===== src/mmtb_defs.vh =====
// constants of the multi mode time base timer: offsets, fields, resets
`ifndef MMTB_DEFS_VH
`define MMTB_DEFS_VH

// ****************************************************************
// register byte offsets
// ****************************************************************
`define MMTB_OFS_CTL1L   12'h000
`define MMTB_OFS_CTL1H   12'h004
`define MMTB_OFS_STATL   12'h008
`define MMTB_OFS_CNTL    12'h00c
`define MMTB_OFS_CNTH    12'h010
`define MMTB_OFS_PERL    12'h014
`define MMTB_OFS_PERH    12'h018

// ****************************************************************
// control one low fields
// ****************************************************************
`define MMTB_ENA_BIT     15
`define MMTB_CLK_HI      10
`define MMTB_CLK_LO      8
`define MMTB_WIDE_BIT    5
`define MMTB_CAP_BIT     4
`define MMTB_MODE_HI     3
`define MMTB_MODE_LO     0

// ****************************************************************
// control one high and status low fields
// ****************************************************************
`define MMTB_TRGEN_BIT   7
`define MMTB_SRC_HI      4
`define MMTB_SRC_LO      0
`define MMTB_TRGST_BIT   7
`define MMTB_TRIGGER_CLEAR_BIT   5

// ****************************************************************
// reset values and codes
// ****************************************************************
`define MMTB_CLK_SYS     3'h0
`define MMTB_MODE_TIMER  4'h0
`define MMTB_SRC_OFF     5'h00
`define MMTB_SRC_SELF    5'h1f
`define MMTB_PER_RST     16'hffff
`define MMTB_CNT_RST     16'h0000

`endif


===== src/mmtb_timer.v =====
// time base and general purpose timer of the multi output timer module
//
// What this block does
// runs one major mode at a time only
// one time base, one counter pair shared
// clock source field picks one of eight
// source 000 is system clock, reset default
// every clock source synchronised to MCLK
// timer mode when capture bit 0, mode 0000
// width bit: dual 16-bit or one 32-bit
// primary low timer makes sync out, takes sync
// secondary high timer makes no sync output
// dual mode high period match gives compare event
// 32-bit: low overflow increments high counter
// software sets width bit before loading counters
// source field selects sync or trigger input
// sync: selected input clears, counting restarts
// software never picks 11111 for sync
// trigger: held at zero until input fires
// runs while triggered status stays set
// trigger clear resets status and holds timer
// software triggers only on system clock
// enable bit turns module on, clear disables
// capture select bit 4 picks capture mode
// count up, zero and match at period
//
// Implementation choices: register access over APB and the placing of the registers.
`include "mmtb_defs.vh"

module mmtb_timer #(
    parameter CW = 16                   // width of each counter half
) (
    input  wire          MCLK,          // system clock, 40 MHz
    input  wire          RESET,         // synchronous, active high
    input  wire          PSEL,          // apb select
    input  wire          PENABLE,       // apb access phase
    input  wire          PWRITE,        // apb direction
    input  wire [11:0]   PADDR,         // apb byte address
    input  wire [31:0]   PWDATA,        // apb write data
    output wire [31:0]   PRDATA,        // apb read data
    output wire          PREADY,        // apb ready, always high
    output wire          PSLVERR,       // apb error on unmapped
    input  wire [7:1]    CLK_SRC,       // alternate clock sources
    input  wire [31:0]   SYNC_SRC,      // sync / trigger inputs
    output wire          SYNC_OUT,      // primary period pulse
    output wire          COMPARE_EVENT, // secondary / wide match
    output wire          TIMER_ACTIVE   // module counting in timer mode
);

    // ****************************************************************
    // decode helpers
    // ****************************************************************
    // one-hot pick from a vector by index; used for clock and sync
    function sel_bit;
        input [31:0] vec;
        input [4:0]  idx;
        sel_bit = vec[idx];
    endfunction

    // ****************************************************************
    // registers
    // ****************************************************************
    reg              ena_q;
    reg  [2:0]       clk_sel_q;
    reg              wide_q;
    reg              cap_sel_q;
    reg  [3:0]       mode_q;
    reg              trg_en_q;
    reg  [4:0]       src_sel_q;
    reg              trg_st_q;
    reg  [CW-1:0]    cnt_lo_q;
    reg  [CW-1:0]    cnt_hi_q;
    reg  [CW-1:0]    per_lo_q;
    reg  [CW-1:0]    per_hi_q;
    reg              sync_out_q;
    reg              cmp_evt_q;
    reg  [31:0]      rdata_q;

    // ****************************************************************
    // bus decode
    // ****************************************************************
    wire             wr_en;
    wire             rd_en;
    wire             mapped;
    wire             hit_c1l;
    wire             hit_c1h;
    wire             hit_stl;
    wire             hit_cnl;
    wire             hit_cnh;
    wire             hit_prl;
    wire             hit_prh;

    assign hit_c1l = (PADDR == `MMTB_OFS_CTL1L);
    assign hit_c1h = (PADDR == `MMTB_OFS_CTL1H);
    assign hit_stl = (PADDR == `MMTB_OFS_STATL);
    assign hit_cnl = (PADDR == `MMTB_OFS_CNTL);
    assign hit_cnh = (PADDR == `MMTB_OFS_CNTH);
    assign hit_prl = (PADDR == `MMTB_OFS_PERL);
    assign hit_prh = (PADDR == `MMTB_OFS_PERH);
    assign mapped  = hit_c1l | hit_c1h | hit_stl | hit_cnl |
                     hit_cnh | hit_prl | hit_prh;

    // zero wait states: the access phase always completes at once
    assign PREADY  = 1'b1;
    assign PSLVERR = PSEL & PENABLE & ~mapped;
    assign wr_en   = PSEL & PENABLE & PWRITE & mapped;
    assign rd_en   = PSEL & ~PENABLE & ~PWRITE;
    assign PRDATA  = rdata_q;

    // ****************************************************************
    // clock source synchronisers
    // ****************************************************************
    reg  [7:1]       clk_s1_q;
    reg  [7:1]       clk_s2_q;
    reg  [7:1]       clk_s3_q;

    genvar g;
    generate
        for (g = 1; g < 8; g = g + 1) begin : g_csync
            // two flops, then a third for the edge detector
            always @(posedge MCLK) begin
                if (RESET) begin
                    clk_s1_q[g] <= 1'b0;
                    clk_s2_q[g] <= 1'b0;
                    clk_s3_q[g] <= 1'b0;
                end else begin
                    clk_s1_q[g] <= CLK_SRC[g];
                    clk_s2_q[g] <= clk_s1_q[g];
                    clk_s3_q[g] <= clk_s2_q[g];
                end
            end
        end
    endgenerate

    // ****************************************************************
    // time base clock generator
    // ****************************************************************
    wire [7:0]       rise;
    wire             tick;

    // slot 0 is the system clock itself, a tick every cycle
    assign rise = {clk_s2_q & ~clk_s3_q, 1'b1};
    assign tick = sel_bit({24'h000000, rise}, {2'b00, clk_sel_q});

    // ****************************************************************
    // mode decode
    // ****************************************************************
    wire             run;
    wire             sel_in;
    wire             sync_clr;
    wire             trg_hold;
    wire             trg_fire;
    wire             trg_clr_wr;

    // capture and compare datapaths sit elsewhere; only timer counts
    assign run = ena_q & ~cap_sel_q
               & (mode_q == `MMTB_MODE_TIMER);
    assign TIMER_ACTIVE = run;

    // select 0 means off; 11111 loops back to our own sync out
    assign sel_in = (src_sel_q != `MMTB_SRC_OFF) &
                    sel_bit({sync_out_q, SYNC_SRC[30:0]}, src_sel_q);

    assign sync_clr   = run & ~trg_en_q & sel_in;
    assign trg_fire   = run & trg_en_q & sel_in;
    assign trg_clr_wr = wr_en & hit_stl & PWDATA[`MMTB_TRIGGER_CLEAR_BIT];
    assign trg_hold   = trg_en_q & ~trg_st_q;

    // ****************************************************************
    // triggered status
    // ****************************************************************
    // a trigger in the same cycle as a clear wins, so none is lost
    always @(posedge MCLK) begin
        if (RESET) begin
            trg_st_q <= 1'b0;
        end else if (trg_fire) begin
            trg_st_q <= 1'b1;
        end else if (trg_clr_wr | ~trg_en_q) begin
            trg_st_q <= 1'b0;
        end
    end

    // ****************************************************************
    // counter next state
    // ****************************************************************
    wire [2*CW-1:0]  cnt_w;
    wire [2*CW-1:0]  per_w;
    wire             lo_match;
    wire             hi_match;
    wire             w_match;
    wire             lo_zero;
    reg  [CW-1:0]    cnt_lo_d;
    reg  [CW-1:0]    cnt_hi_d;
    reg              sync_out_d;
    reg              cmp_evt_d;

    assign cnt_w    = {cnt_hi_q, cnt_lo_q};
    assign per_w    = {per_hi_q, per_lo_q};
    assign lo_match = (cnt_lo_q == per_lo_q);
    assign hi_match = (cnt_hi_q == per_hi_q);
    assign w_match  = (cnt_w == per_w);
    // primary half is cleared and held by sync or missing trigger
    assign lo_zero  = sync_clr | (run & trg_hold);

    // both modes share the same two halves of the counter pair
    always @* begin
        cnt_lo_d   = cnt_lo_q;
        cnt_hi_d   = cnt_hi_q;
        sync_out_d = 1'b0;
        cmp_evt_d  = 1'b0;
        if (run & wide_q) begin
            if (lo_zero) begin
                cnt_lo_d = `MMTB_CNT_RST;
                cnt_hi_d = `MMTB_CNT_RST;
            end else if (tick & w_match) begin
                cnt_lo_d   = `MMTB_CNT_RST;
                cnt_hi_d   = `MMTB_CNT_RST;
                sync_out_d = 1'b1;
                cmp_evt_d  = 1'b1;
            end else if (tick) begin
                // low overflow carries into the high half
                {cnt_hi_d, cnt_lo_d} = cnt_w + {{(2*CW-1){1'b0}}, 1'b1};
            end
        end else if (run) begin
            if (lo_zero) begin
                cnt_lo_d = `MMTB_CNT_RST;
            end else if (tick & lo_match) begin
                cnt_lo_d   = `MMTB_CNT_RST;
                sync_out_d = 1'b1;
            end else if (tick) begin
                cnt_lo_d = cnt_lo_q + {{(CW-1){1'b0}}, 1'b1};
            end
            // secondary half ignores sync and trigger, drives no sync
            if (tick & hi_match) begin
                cnt_hi_d  = `MMTB_CNT_RST;
                cmp_evt_d = 1'b1;
            end else if (tick) begin
                cnt_hi_d = cnt_hi_q + {{(CW-1){1'b0}}, 1'b1};
            end
        end
    end

    // ****************************************************************
    // counter and event flops
    // ****************************************************************
    // a bus write to a counter half overrides the count this cycle
    always @(posedge MCLK) begin
        if (RESET) begin
            cnt_lo_q   <= `MMTB_CNT_RST;
            cnt_hi_q   <= `MMTB_CNT_RST;
            sync_out_q <= 1'b0;
            cmp_evt_q  <= 1'b0;
        end else begin
            sync_out_q <= sync_out_d;
            cmp_evt_q  <= cmp_evt_d;
            cnt_lo_q   <= (wr_en & hit_cnl) ? PWDATA[CW-1:0] : cnt_lo_d;
            cnt_hi_q   <= (wr_en & hit_cnh) ? PWDATA[CW-1:0] : cnt_hi_d;
        end
    end

    assign SYNC_OUT      = sync_out_q;
    assign COMPARE_EVENT = cmp_evt_q;

    // ****************************************************************
    // control register writes
    // ****************************************************************
    // the width bit should be set before loading wide counts
    always @(posedge MCLK) begin
        if (RESET) begin
            ena_q     <= 1'b0;
            clk_sel_q <= `MMTB_CLK_SYS;
            wide_q    <= 1'b0;
            cap_sel_q <= 1'b0;
            mode_q    <= `MMTB_MODE_TIMER;
            trg_en_q  <= 1'b0;
            src_sel_q <= `MMTB_SRC_OFF;
            per_lo_q  <= `MMTB_PER_RST;
            per_hi_q  <= `MMTB_PER_RST;
        end else if (wr_en) begin
            if (hit_c1l) begin
                ena_q     <= PWDATA[`MMTB_ENA_BIT];
                clk_sel_q <= PWDATA[`MMTB_CLK_HI:`MMTB_CLK_LO];
                wide_q    <= PWDATA[`MMTB_WIDE_BIT];
                cap_sel_q <= PWDATA[`MMTB_CAP_BIT];
                mode_q    <= PWDATA[`MMTB_MODE_HI:`MMTB_MODE_LO];
            end
            if (hit_c1h) begin
                trg_en_q  <= PWDATA[`MMTB_TRGEN_BIT];
                src_sel_q <= PWDATA[`MMTB_SRC_HI:`MMTB_SRC_LO];
            end
            if (hit_prl) begin
                per_lo_q <= PWDATA[CW-1:0];
            end
            if (hit_prh) begin
                per_hi_q <= PWDATA[CW-1:0];
            end
        end
    end

    // ****************************************************************
    // read data
    // ****************************************************************
    // captured in setup so data stands through the access phase
    always @(posedge MCLK) begin
        if (RESET) begin
            rdata_q <= 32'h00000000;
        end else if (rd_en) begin
            rdata_q <= 32'h00000000;
            if (hit_c1l) begin
                rdata_q[`MMTB_ENA_BIT]  <= ena_q;
                rdata_q[`MMTB_CLK_HI:`MMTB_CLK_LO] <= clk_sel_q;
                rdata_q[`MMTB_WIDE_BIT] <= wide_q;
                rdata_q[`MMTB_CAP_BIT]  <= cap_sel_q;
                rdata_q[`MMTB_MODE_HI:`MMTB_MODE_LO] <= mode_q;
            end
            if (hit_c1h) begin
                rdata_q[`MMTB_TRGEN_BIT] <= trg_en_q;
                rdata_q[`MMTB_SRC_HI:`MMTB_SRC_LO] <= src_sel_q;
            end
            if (hit_stl) begin
                // trigger clear is a strobe and always reads zero
                rdata_q[`MMTB_TRGST_BIT] <= trg_st_q;
            end
            if (hit_cnl) begin
                rdata_q[CW-1:0] <= cnt_lo_q;
            end
            if (hit_cnh) begin
                rdata_q[CW-1:0] <= cnt_hi_q;
            end
            if (hit_prl) begin
                rdata_q[CW-1:0] <= per_lo_q;
            end
            if (hit_prh) begin
                rdata_q[CW-1:0] <= per_hi_q;
            end
        end
    end

endmodule // mmtb_timer


===== config.mk =====
export PLATFORM = sky130hd
export DESIGN_NAME = mmtb_timer
export DESIGN_NICKNAME = d
export VERILOG_FILES = /design/src/mmtb_timer.v
export VERILOG_INCLUDE_DIRS = /design/src
export SDC_FILE = /design/constraint.sdc
export NUM_CORES = 1
export LEC_CHECK = 0
export BUFFER_PORTS_ARGS = -buffer_cell sky130_fd_sc_hd__buf_2
export CAP_MARGIN = 20
export CELL_PAD_IN_SITES_DETAIL_PLACEMENT = 1
export CELL_PAD_IN_SITES_GLOBAL_PLACEMENT = 2
export CORE_MARGIN = 2
export CORE_UTILIZATION = 33
export CTS_CLUSTER_SIZE = 10
export DETAILED_ROUTE_END_ITERATION = 10
export PLACE_DENSITY_LB_ADDON = 0.1
export SLEW_MARGIN = 20
export SYNTH_ARGS = -nofsm -noshare
export SYNTH_HDL_FRONTEND = slang
export SYNTH_SLANG_ARGS = --single-unit

===== constraint.sdc =====
create_clock -name MCLK -period 2.95 [get_ports MCLK]
set_clock_uncertainty 0.2 [all_clocks]
set_input_delay 0 -clock MCLK [delete_from_list [all_inputs] [get_ports MCLK]]
set_output_delay 0 -clock MCLK [all_outputs]
set_load 0.01 [all_outputs]

-- Yosys cells after proc, flatten, opt, wreduce, memory -nomap -nowiden
Cells that the tools add are included.
- bits of input ports: 88
- logic and storage cells: 147
- output and inout bits: 37
- flip-flop bits (word level): 120
- bitwise operators: 39
- reduce and logical (&&, ||, !) cells: 14
- $lt $le $gt $ge: 2
- equality and inequality tests: 11
- add/sub/neg operators: 3
- muxes and demuxes: 42
- operators with widths (operator ; number):
    16-bit two-way mux ; 21
    12-bit by 5-bit equality test with 1-bit output, second input constant ; 3
    16-bit by 1-bit adder with 16-bit output, second input constant ; 2
    32-bit by 1-bit adder with 32-bit output, second input constant ; 1
    16-bit equality test ; 2
    32-bit equality test ; 1
    12-bit by 4-bit equality test with 1-bit output, second input constant ; 2
    1-bit bitwise AND ; 23
    1-bit two-way mux ; 16
    12-bit by 3-bit equality test with 1-bit output, second input constant ; 1
    12-bit logical NOT ; 1
    5-bit by 3-bit inequality test with 1-bit output, second input constant ; 2
    5-bit nonzero test ; 2
    1-bit OR ; 8
    2-bit AND reduction ; 4
    7-bit bitwise AND ; 1
    7-bit NOT ; 1
    3-bit by 6-bit < comparator with 1-bit output, second input constant ; 1
    5-bit by 6-bit < comparator with 1-bit output, second input constant ; 1
    6-bit two-way mux ; 1
    1-bit NOT ; 6
    3-bit AND reduction ; 2
    3-bit nonzero test ; 2
    1-bit binary-select mux with 5-bit select ; 1
    6 further kinds ; 6

-- Logic depth before layout (Yosys ltp)
Gate-level depths: netlist of run 1.
- word-level depth: 13
- mapped depth: 12
- mapped depth without buffers: 9

-- Worst setup path before layout of run 1
OpenSTA, ideal clock, no wires.
- kind: flip-flop to flip-flop
- start point: register clk_sel_q[1]
- end point: register cnt_lo_q[3]
- setup time: 0.093 ns
- buffers on the path: 3
- setup slack: 0.251 ns
- arrival time: 2.406 ns
- stages on the path, launching flop included: 9
- data required time: 2.657 ns
- clock period less this slack: 2.699 ns
- cells stage by stage: dfxtp_1 -> buf_6 -> mux4_2 -> or4b_4 -> a211oi_2 -> o2111ai_1 -> buf_6 -> buf_8 -> o311ai_2
- cells in the longest elaborated chain, start to end: 8
- elaborated cells on any way between the ends: 14
- those cells by class: eq/ne: 1; mux: 9; bitwise: 2; reduce/logical: 2
- RTL lines (element ; RTL line ; text):
    from (decl) ; mmtb_timer.v:64 ; reg [2:0] clk_sel_q;
    from (signal assigned) ; mmtb_timer.v:271 ; clk_sel_q <= `MMTB_CLK_SYS;
    from (signal assigned) ; mmtb_timer.v:282 ; clk_sel_q <= PWDATA[`MMTB_CLK_HI:`MMTB_CLK_LO];
    1-bit binary-select mux with 3-bit select * ; mmtb_timer.v:57 ; sel_bit = vec[idx];
    1-bit two-way mux (implied by the code) * ; mmtb_timer.v:57 ;
    1-bit bitwise AND ; mmtb_timer.v:227 ; end else if (tick & lo_match) begin
    16-bit two-way mux ; mmtb_timer.v:227 ;
    16-bit two-way mux ; mmtb_timer.v:225 ; if (lo_zero) begin
    16-bit two-way mux ; mmtb_timer.v:224 ; end else if (run) begin
    16-bit two-way mux ; mmtb_timer.v:211 ; if (run & wide_q) begin
    16-bit two-way mux ; mmtb_timer.v:256 ; cnt_lo_q <= (wr_en & hit_cnl) ? PWDATA[CW-1:0] : cnt_lo_d;
    to (signal assigned) ; mmtb_timer.v:249 ; cnt_lo_q <= `MMTB_CNT_RST;
    to (signal assigned) ; mmtb_timer.v:256 ;
    to (decl) ; mmtb_timer.v:71 ; reg [CW-1:0] cnt_lo_q;
Mark *: on every way between the ends. The rest lies on a longest branch, timed or not. The select of a mux whose other input is x is not followed.
A chain may end at the register's enable or synchronous reset.

-- Worst setup path in the final report of run 1
- start point: register src_sel_q[1]
- end point: register cnt_hi_q[2]
- cells in the longest elaborated chain, start to end: 8
- elaborated cells on any way between the ends: 11
- those cells by class: eq/ne: 1; mux: 5; bitwise: 3; reduce/logical: 2
- RTL lines (element ; RTL line ; text):
    from (decl) ; mmtb_timer.v:69 ; reg [4:0] src_sel_q;
    from (signal assigned) ; mmtb_timer.v:276 ; src_sel_q <= `MMTB_SRC_OFF;
    from (signal assigned) ; mmtb_timer.v:289 ; src_sel_q <= PWDATA[`MMTB_SRC_HI:`MMTB_SRC_LO];
    1-bit binary-select mux with 5-bit select ; mmtb_timer.v:57 ;
    1-bit two-way mux (implied by the code) ; mmtb_timer.v:57 ;
    1-bit bitwise AND * ; mmtb_timer.v:161 ; assign sel_in = (src_sel_q != `MMTB_SRC_OFF) &
    1-bit bitwise AND * ; mmtb_timer.v:164 ; assign sync_clr = run & ~trg_en_q & sel_in;
    1-bit OR * ; mmtb_timer.v:203 ; assign lo_zero = sync_clr | (run & trg_hold);
    16-bit two-way mux ; mmtb_timer.v:212 ; if (lo_zero) begin
    16-bit two-way mux ; mmtb_timer.v:211 ;
    16-bit two-way mux ; mmtb_timer.v:257 ; cnt_hi_q <= (wr_en & hit_cnh) ? PWDATA[CW-1:0] : cnt_hi_d;
    to (signal assigned) ; mmtb_timer.v:250 ; cnt_hi_q <= `MMTB_CNT_RST;
    to (signal assigned) ; mmtb_timer.v:257 ;
    to (decl) ; mmtb_timer.v:72 ; reg [CW-1:0] cnt_hi_q;
Marks and branches as above.

==> key figures, run 1 <==
Cells and area
  • Commonest cells after routing, fill and taps aside: 116 x dfxtp_1, 108 x nand2_1, 88 x buf_2
  • Nets@finish: 1053
  • Number of diodes: 0
  • Share of cells above drive strength 1: about a quarter
  • Area Overhead vs Synth: 31.03%
  • Reg area: between 0.002 and 0.0025 mm²
  • Multi-input gate area: approximately 0.0040 mm²
  • Final Non-Filler Cells: around 1200
  • Fill count: ~2400
  • Leading cell type in the layout, fill and taps excluded: dfxtp_1

Drt
  • DRC Markers: 0
  • DR vias/cell: about 5.6
  • DRT Wirelength: 27360 µm
  • Routed Antenna Nets: 0
  • DRT iter0 DRCs: between 500 and 600
  • Vias after detailed routing: 6960
  • Wire per inst: around 22 µm
  • 1st-pass router iterations: 5

Clock tree
  • Root buffer cell: clkbuf_16
  • Clock sinks: between 100 and 150
  • CTS buffer count: 17
  • CTS tree: done
  • Worst-skew pair later-pin latency: between 0.4 and 0.5 ns
  • Clock Pin Slew Worst Setup and Hold Paths: roughly 0.060 ns
  • Clk buf depth: 2
  • H-tree levels: 4

Floorplan
  • Die area: about 0.021 mm²
  • # rows: 52
  • Die Y: between 100 and 150 µm
  • Core region area: approximately 0.02 mm²
  • DIE WIDTH: approximately 150 µm
  • Ports: ~130
  • Initial Utilization: around a third

STA
  • Final Hold Fails: 0
  • Crit share post-route: between 90% and 100%
  • Worst slew pin tran: 0.6910 ns
  • Setup violation total in the final timing report: 0
  • RSZ-0062 raised after global routing: true
  • Max transition margin: between 50 and 60%
  • Crit path time final: between 2 and 3 ns
  • Max-slew violations: 0
  • Setup slack after layout: about 0.050 ns
  • Maximum clock frequency: approximately 340 MHz

Setup path
  • Setup CP Type: register to register
  • CP endpoint kind: register
  • Critical Path Fanout Max: 11
  • Startpoint Class: register
  • R2R Setup Slk: around 0.05 ns
  • Worst Setup SP: src_sel_q[1]$_SDFFE_PP0P_
  • Worst Path Arrival: a little over 3 ns
  • Critical path data required time: 3.07 ns
  • Worst reg2reg path startpoint: src_sel_q[1]$_SDFFE_PP0P_

Synth
  • Mean Syn Cell Area: roughly 8.3 µm²
  • Post-synth top flop: dfxtp_1
  • Synth Instances: 807
  • Ys Warns: 0
  • Fraction of registers with async set/reset: 0%
  • EDFF count, synth: 0
  • Post-synth cell types: 74
  • Post-Syn Area: between 0.006 and 0.007 mm²
  • Number of synthesized register bits: 120
  • Sequential element share of the synthesized area: 36.02%

Placement
  • Placer Congestion: 0.8553
  • Pre-CTS setup slack: -0.1164 ns
  • Cell total after placement: between 1000 and 1500
  • PortBufs: 89
  • Post-DP HPWL: 19800 µm

Pwr
  • Worst IR Drop VDD: roughly 400 µV
  • Leakage: 3.348 nW
  • Pwr per Cell Area: between 400 and 500 mW/mm²

Outcome
  • Outcome: finished clean

GRT
  • Vias in the first global route: 7118
  • Largest net degree at the start of global routing: 50
  • Tot GR Track Use: between 20% and 30%
  • Gr ovfl total: 0
  • First-pass GRT wire length: around 42000 µm
  • Initial antenna violation count: 0

Job
  • Max-cap violations: 0

Worst hold path
  • Hold Path Origin: PSEL
  • Worst hold path type: input pin to register
per-layer routing:
metal / wire [µm] / GRT usage (%) / vias to the layer above
met5: 0 / 0 / -
met4: 639 / 7.136 / 0
met3: 1571 / 4.625 / 38
met2: 12260 / 40.31 / 234
met1: 12890 / 35.83 / 3480
li1: - / - / 3208
sequential cells by signal, indices dropped and copies added, names as in the netlist:
signal         flops
trg_st_q           1
clk_sel_q          3
clk_s1_q           7
cap_sel_q          1
clk_s2_q           7
per_hi_q          16
src_sel_q          5
COMPARE_EVENT      1
mode_q             4
clk_s3_q           7
wide_q             1
SYNC_OUT           1
ena_q              1
PRDATA            16
cnt_lo_q          16
per_lo_q          16
trg_en_q           1
cnt_hi_q          16
Yosys cell counts, types with 5 or more instances:
cell type  number  area share [%]
nand2_1       111             6.2
nand3_1        26             2.0
o21ai_1        11            0.83
a21oi_1        37             2.8
a211oi_1       12             1.4
nor2b_1        27             2.5
dfxtp_1       120              36
nor2_1         64             3.6
o22ai_1         6            0.56
clkbuf_1       42             2.4
o211ai_1        5            0.56
buf_2           7            0.53
a22oi_1        41             4.6
o32ai_1         6            0.79
nand2b_1        9            0.84
o21ai_0        22             1.7
inv_1           7            0.39
nor3_1         11            0.83
mux4_2          5             1.7
xnor2_1        33             4.3
mux2_2          7             1.2
buf_4          19             2.1
nand3b_1       32             3.6
and3_1          9            0.84
nor4_1          6            0.56
nand4_1        16             1.5
a311oi_1        7            0.92
mux2i_1        20             3.0
and2_1          5            0.47
final timing paths:
check                              endpoint  cells after the start
setup reg to reg   cnt_hi_q[2]$_SDFFE_PP0P_                      8
setup / recovery   cnt_hi_q[2]$_SDFFE_PP0P_                      8
hold / removal    cnt_lo_q[13]$_SDFFE_PP0P_                      6
hold reg to reg      clk_s2_q[3]$_SDFF_PP0_                      1
area by class of cell:
cell class              count  share of cell area [%]
multi-input cells         619                   46.06
clock buffers              18                   4.911
repair buffers            197                   15.68
well taps                 270                   3.865
clock inverters            14                   1.575
inverters                   8                  0.3436
flip-flops and latches    120                   27.57
cell families after synthesis:
kind of cell               after synthesis  share of synthesized area, %
and+or+nand+nor                        344                         26.79
AOI/OAI and AO/OA                      191                         20.24
DFF                                    120                         36.02
buffers and inverters                   83                         6.265
xor gates and xnor gates                33                         4.333
muxes                                   32                         5.871
adders and majority gates                2                        0.3751
other                                    2                        0.1126
report_power, final:
group / internal, mW / switching (mW) / total, mW
clock: 1.18 / 0.870 / 2.04
sequential: 1.64 / 0.0155 / 1.66
combinational: 0.115 / 0.147 / 0.263
stage by stage:
step / util, % / total power [mW] / area [µm²] / setup TNS (ns) / hold WS, ns
floorplan: - / 1.811 / 6726 / 0 / -0.1100
global placement: 38.49 / 1.917 / 7712 / -0.03914 / 0.01242
detailed placement: 38.49 / 1.922 / 7712 / -0.7057 / 0.01828
CTS: 43.09 / 4.002 / 8635 / 0 / 0.03023
global route: 43.61 / 4.112 / 8740 / -0.1897 / 0.09119
finish: 43.61 / 3.967 / 8740 / 0 / 0.05650
worst max-delay path, stage by stage, from the launching register on:
cell and delay (ns):
dfxtp_4 0.39, mux4_2 0.50, o211ai_1 0.32, and4_4 0.34
o2111ai_4 0.24, a21oi_2 0.26, nand2_2 0.09, buf_12 0.15
o32ai_1 0.29
repair_timing:
| action | 4_1_cts | 5_1_grt |
|---|---|---|
| gates cloned | 0 | 0 |
| endpoints found under the hold margin | 113 | 0 |
| pin swaps | 0 | 8 |
| buffers inserted | 0 | 2 |
| setup endpoints to repair | 18 | 25 |
| resized for setup | 8 | 20 |
| hold buffers | 33 | 0 |
(Power assumes the default switching activity.)
==> run 2, diff against run 1 <==
Settings changed: ABC_AREA from default to 1, CORE_MARGIN 2 to 8, CORE_UTILIZATION 33 to 30.
==> key figures, run 2 <==
Floorplan
  • Core region area: around 0.026 mm²
  • Die area: about 0.031 mm²
  • Die Y: 176.9 µm
  • Ports: about 130
  • DIE WIDTH: roughly 180 µm
  • Initial Utilization: 30.13%
  • # rows: 59

GRT
  • Largest net degree at the start of global routing: 68
  • First-pass GRT wire length: about 52000 µm
  • Gr ovfl total: 0
  • Vias in the first global route: about 8700
  • Initial antenna violation count: 0
  • Tot GR Track Use: about 22%

Setup path
  • Worst Path Arrival: about 2.8 ns
  • Setup CP Type: input pin to register
  • Startpoint Class: input pin
  • Slowest-stage cell, CP: dlygate4sd3_1
  • Worst Reg-to-Reg Cells: 13
  • CP endpoint kind: register
  • Critical Path Fanout Max: 22
  • R2r endpoint: cnt_hi_q[6]$_SDFFE_PP0P_
  • Critical path data required time: roughly 3.1 ns
  • Critical-path cell list: buf_2 -> nor2_1 -> inv_2 -> nor3_2 -> nand3_1 -> nand2_1 -> nor2_1 -> nand2_2 -> nand2_2 -> inv_2 -> buf_4 -> nand2_1 -> clkinv_2 -> a21oi_1 -> dlygate4sd3_1 -> o21ai_1
  • Worst reg2reg path startpoint: cnt_lo_q[0]$_SDFFE_PP0P_
  • R2R Setup Slk: 0.30 ns
  • CP peak stage delay: approximately 0.58 ns

Cells and area
  • Nets@finish: about 1500
  • Area Overhead vs Synth: 22.97%
  • Leading cell type in the layout, fill and taps excluded: nand2_1
  • Share of cells above drive strength 1: 15.71%
  • Final Non-Filler Cells: between 1500 and 2000
  • Design Area, Final: 0.009547 mm²
  • Commonest cells after routing, fill and taps aside: 300 x nand2_1, 204 x nor2_1, 141 x inv_1
  • Fin util: a little under two fifths
  • Number of diodes: 0

Placement
  • Placer Congestion: ~0.86
  • PortBufs: 90
  • Cell total after placement: about 1700
  • Post-DP HPWL: between 20000 and 30000 µm
  • Pre-CTS setup slack: between 0.3 and 0.4 ns
  • Post-DP Area: around 0.0087 mm²

Synth
  • Cell with the most instances after synthesis: nand2_1
  • Post-Syn Area: approximately 0.0078 mm²
  • Synth Instances: 1242
  • EDFF count, synth: 0
  • Mean Syn Cell Area: 6.251 µm²
  • Post-synth top area cell: dfxtp_1
  • Ys Warns: 0
  • Synth top area cells: dfxtp_1 31%, nand2_1 15%, nor2_1 9.9%
  • Fraction of registers with async set/reset: 0%
  • Post-synth top flop: dfxtp_1
  • Top cells by count, synth: 300 x nand2_1, 204 x nor2_1, 141 x inv_1
  • Number of synthesized register bits: between 100 and 150
  • Post-synth cell types: 43
  • Sequential element share of the synthesized area: between 30 and 40%
  • Post-synth top area share: a little under a third

Drt
  • 1st-pass router iterations: 5
  • DRT Wirelength: between 30000 and 40000 µm
  • DRT iter0 DRCs: approximately 490
  • DRC Markers: 0
  • DR vias/cell: roughly 4.9
  • Wire per inst: just under 20 µm
  • Routed Antenna Nets: 0
  • Vias after detailed routing: 8484

Clock tree
  • Clk buf depth: 2
  • H-tree levels: 4
  • Root buffer cell: clkbuf_16
  • CTS buffer count: 17
  • Setup Buffers After CTS: 0
  • Worst-skew pair later-pin latency: approximately 0.44 ns
  • Clock Pin Slew Worst Setup and Hold Paths: approximately 0.07 ns
  • Clock sinks: between 100 and 150
  • CTS tree: done

Worst hold path
  • Hold Path Origin: PADDR[5]
  • WHS Endpoint: PRDATA[4]$_SDFFE_PP0P_
  • Worst hold path type: input pin to register
  • WHS Path Cells: 6

Pwr
  • Leakage: between 4 and 5 nW
  • Pwr per Cell Area: about 420 mW/mm²
  • Worst IR Drop VDD: 316.5 µV

STA
  • Maximum clock frequency: around 380 MHz
  • Worst slew pin tran: between 1 and 1.5 ns
  • Final Hold Fails: 0
  • Setup slack after layout: a little under 0.3 ns
  • Crit share post-route: 90.11%
  • Max-slew violations: 0
  • Crit path time final: between 2 and 3 ns
  • RSZ-0062 raised after global routing: false
  • Max transition margin: 31.25%
  • Setup violation total in the final timing report: 0
  • Final setup TNS: 0 ns

Job
  • Max-cap violations: 0

Outcome
  • Outcome: finished clean
==> run 2: per-stage QoR <==
step	hold slack, ns	total power [mW]
final	0.01874	3.978
after global routing	0.09238	4.108
after CTS	0.01377	4.014
after detailed placement	0.01020	1.866
after global placement	-0.002572	1.864
after floorplan	-0.09303	1.773
==> run 2: power by group <==
part	leakage, nW	internal (mW)	switching (mW)	total [mW]
registers	0.971	1.63	0.00316	1.63
logic	3.07	0.0863	0.140	0.226
clock network	0.271	1.18	0.935	2.12
total	4.31	2.90	1.08	3.98
==> run 2: cell families after synthesis <==
| family | count (synthesis) | synth area share, % |
|---|---|---|
| flip-flops | 120 | 30.94 |
| other | 2 | 0.09673 |
| AND/OR/NAND/NOR | 684 | 37.87 |
| AO/OA/AOI/OAI | 150 | 11.67 |
| XOR/XNOR | 57 | 6.430 |
| buffers and inverters | 227 | 12.67 |
| adder cells (fa/ha/maj) | 2 | 0.3223 |
==> run 2: worst max path at each step <==
stage | start | end | slack, ns | depth (start not counted)
finish | PADDR[7] | per_hi_q[12]$_SDFFE_PP1P_ | 0.29 | 16
global route | PADDR[7] | per_hi_q[12]$_SDFFE_PP1P_ | 0.01 | 16
CTS | PADDR[7] | per_hi_q[12]$_SDFFE_PP1P_ | 0.24 | 16
detailed placement | PADDR[7] | per_hi_q[1]$_SDFFE_PP1P_ | 0.34 | 15
global placement | src_sel_q[1]$_SDFFE_PP0P_ | cnt_lo_q[13]$_SDFFE_PP0P_ | 0.37 | 16
floorplan | cnt_lo_q[0]$_SDFFE_PP0P_ | cnt_hi_q[6]$_SDFFE_PP0P_ | 0.87 | 13
==> run 2: cell type report <==
| type | instances | area [µm²] |
|---|---|---|
| sequential | 120 | 2402 |
| timing repair buffer | 170 | 1131 |
| tap | 335 | 419.2 |
| clock buffer | 18 | 429.2 |
| clock inverter | 14 | 138.9 |
| inverter | 156 | 586.8 |
| fill | 3345 | 16220 |
| multi-input combinational | 910 | 4439 |
==> run 2: layer usage <==
layer  track usage [%]  vias up  part of all wire [%]
met2             34.88      210                    44
met4             6.340        0                   1.7
met3             3.926       37                   5.3
li1                  -     4197                     -
met5                 0        -                     0
met1             29.64     4040                    49
==> run 2: critical path: cells and delay by family <==
kind	cells	cell delay, ns
AOI/OAI and AO/OA	2	0.19
buffers and inverters	6	1.44
and+or+nand+nor	8	1.18
==> run 2: repair_timing <==
action,in CTS,in global routing
setup endpoints to repair,0,4
gates resized for setup,0,1
hold buffers,31,0
endpoints found under the hold margin,105,0
==> run 3, diff against run 2 <==
Settings changed: CELL_PAD_IN_SITES_DETAIL_PLACEMENT 1 to default, CELL_PAD_IN_SITES_GLOBAL_PLACEMENT 2 to default, CORE_UTILIZATION 30 to 35, CTS_CLUSTER_DIAMETER from default to 30, PLACE_DENSITY_LB_ADDON 0.1 to default.
==> key figures, run 3 (synthesized netlist as in run 2, its figures left out) <==
Floorplan
  • Core region area: 0.02182 mm²
  • Die area: between 0.02 and 0.03 mm²
  • Initial Utilization: between 30% and 40%
  • Ports: 125
  • DIE WIDTH: between 150 and 200 µm
  • Die Y: about 160 µm
  • # rows: 54

Placement
  • Post-DP HPWL: 21420 µm
  • PortBufs: 90
  • Cell total after placement: 1594
  • Post-DP Area: about 0.0085 mm²
  • Placer Congestion: around 0.99

STA
  • Final setup TNS: 0 ns
  • Crit path time final: approximately 2.7 ns
  • Worst slew pin tran: ~0.84 ns
  • Crit share post-route: slightly above 90%
  • Max-slew violations: 0
  • Maximum clock frequency: about 370 MHz
  • Setup violation total in the final timing report: 0
  • RSZ-0062 raised after global routing: false
  • Hold slack: 0.03449 ns
  • Final Hold Fails: 0
  • Max transition margin: between 40 and 50%

GRT
  • Gr ovfl total: 0
  • Tot GR Track Use: 21.12%
  • First-pass GRT wire length: about 44000 µm
  • Initial antenna violation count: 0
  • Vias in the first global route: 8033
  • Largest net degree at the start of global routing: 46

Drt
  • DRC Markers: 0
  • DRT iter0 DRCs: slightly below 900
  • DR vias/cell: ~5.2
  • DRT Wirelength: about 28000 µm
  • Vias after detailed routing: between 8000 and 9000
  • 1st-pass router iterations: 6
  • Routed Antenna Nets: 0
  • Wire per inst: 17.14 µm

Clock tree
  • Clock sinks: 120
  • CTS tree: done
  • Worst-skew pair later-pin latency: roughly 0.43 ns
  • Root buffer cell: clkbuf_16
  • Clock Pin Slew Worst Setup and Hold Paths: approximately 0.050 ns
  • H-tree levels: 4
  • CTS resizes: 0
  • Clk buf depth: 2
  • CTS buffer count: 17

Cells and area
  • Share of cells above drive strength 1: 14.64%
  • Leading cell type in the layout, fill and taps excluded: nand2_1
  • Number of diodes: 0
  • Area Overhead vs Synth: 21.71%
  • Design Area, Final: 0.009449 mm²
  • Nets@finish: around 1500
  • Commonest cells after routing, fill and taps aside: 300 x nand2_1, 204 x nor2_1, 141 x inv_1
  • Final Non-Filler Cells: about 1700

Job
  • Max-cap violations: 0

Setup path
  • Most used cell, CP: nor2_1
  • R2r endpoint: cnt_hi_q[5]$_SDFFE_PP0P_
  • CP endpoint kind: register
  • Critical path data required time: 3.04 ns
  • Critical-path cell list: inv_1 -> nand2_1 -> nand2_1 -> nand2_1 -> nor2_1 -> nand2_1 -> nor2_1 -> nand3_1 -> nand2_2 -> nor2_1 -> a21boi_0 -> nor2_1 -> nor2_1 -> nor2_1
  • Worst reg2reg path startpoint: cnt_hi_q[13]$_SDFFE_PP0P_
  • Critical Path Fanout Max: 15
  • Setup CP Type: register to register
  • Worst Reg-to-Reg Cells: 14
  • CP peak stage delay: ~0.38 ns
  • Slowest-stage cell, CP: dfxtp_1
  • Worst Path Arrival: 2.77 ns
  • R2R Setup Slk: 0.27 ns
  • Startpoint Class: register

Pwr
  • Leakage: 4.306 nW
  • Tot Pwr: around 4 mW
  • Pwr per Cell Area: about 420 mW/mm²
  • Worst IR Drop VDD: 327.7 µV

Outcome
  • Outcome: finished clean

Worst hold path
  • WHS Path Cells: 7
  • Worst hold path type: input pin to register
  • Hold Path Origin: PADDR[5]
  • WHS Endpoint: PRDATA[5]$_SDFFE_PP0P_
## run 3: cell count changes in the layout (fill, tap and decap cells not counted)
| cell | delta |
|---|---|
| buf_4 | -13 |
| bufinv_16 | +2 |
| clkinvlp_4 | -2 |
| buf_2 | +1 |
| clkbuf_1 | +5 |
| clkinv_4 | -1 |
| clkinv_2 | +1 |
| buf_12 | +1 |
| dlygate4sd3_1 | +3 |
| inv_8 | -1 |
| inv_2 | +1 |
| inv_6 | -6 |
| clkbuf_8 | +1 |
## run 3: through the flow
stage	setup slack (ns)	util [%]
4_1_cts	0.3196	43.30
5_1_grt	0.05449	43.30
2_1_floorplan	0.8654	-
3_5_place_dp	0.3284	39.07
3_3_place_gp	0.3647	39.07
6_report	0.2743	43.30
## run 3: critical path, delay by kind of cell, from the launching register on
kind / cells / cell delay [ns]
flops: 1 / 0.38
buf+inv: 1 / 0.14
simple gates: 12 / 1.63
compound gates: 1 / 0.19
## run 3: metal layers
metal  up-vias  GRT usage [%]  routed length (µm)
li1       4181              -                   -
met1      3952          28.16               12680
met2       354          32.47               12630
met3        64          3.490                2063
met4         0          10.44                1077
met5         -              0                   0
## run 3: worst max path at each step
stage,start,end,slack (ns),cells past startpoint
2_1_floorplan,cnt_lo_q[0]$_SDFFE_PP0P_,cnt_hi_q[6]$_SDFFE_PP0P_,0.87,13
5_1_grt,cnt_lo_q[0]$_SDFFE_PP0P_,cnt_hi_q[5]$_SDFFE_PP0P_,0.05,12
3_5_place_dp,cnt_hi_q[13]$_SDFFE_PP0P_,cnt_hi_q[5]$_SDFFE_PP0P_,0.33,14
6_report,cnt_hi_q[13]$_SDFFE_PP0P_,cnt_hi_q[5]$_SDFFE_PP0P_,0.27,14
4_1_cts,cnt_hi_q[13]$_SDFFE_PP0P_,cnt_hi_q[5]$_SDFFE_PP0P_,0.32,14
3_3_place_gp,cnt_hi_q[13]$_SDFFE_PP0P_,cnt_hi_q[2]$_SDFFE_PP0P_,0.36,16
## run 3: repair_timing
item,4_1_cts,5_1_grt
endpoints found under the hold margin,118,0
buffers inserted,0,0
hold buffers,34,0
## run 3: layout make-up
class	instances	area, µm²
clock inverter	8	121.4
tap	280	350.3
sequential	120	2402
inverter	156	585.6
clock buffer	24	461.7
multi-input combinational	910	4439
fill	2286	12370
timing repair buffer	162	1089
## run 3: report_power, final
part	switching [mW]	internal [mW]
registers	0.00340	1.63
logic	0.137	0.0906
clock network	0.770	1.35
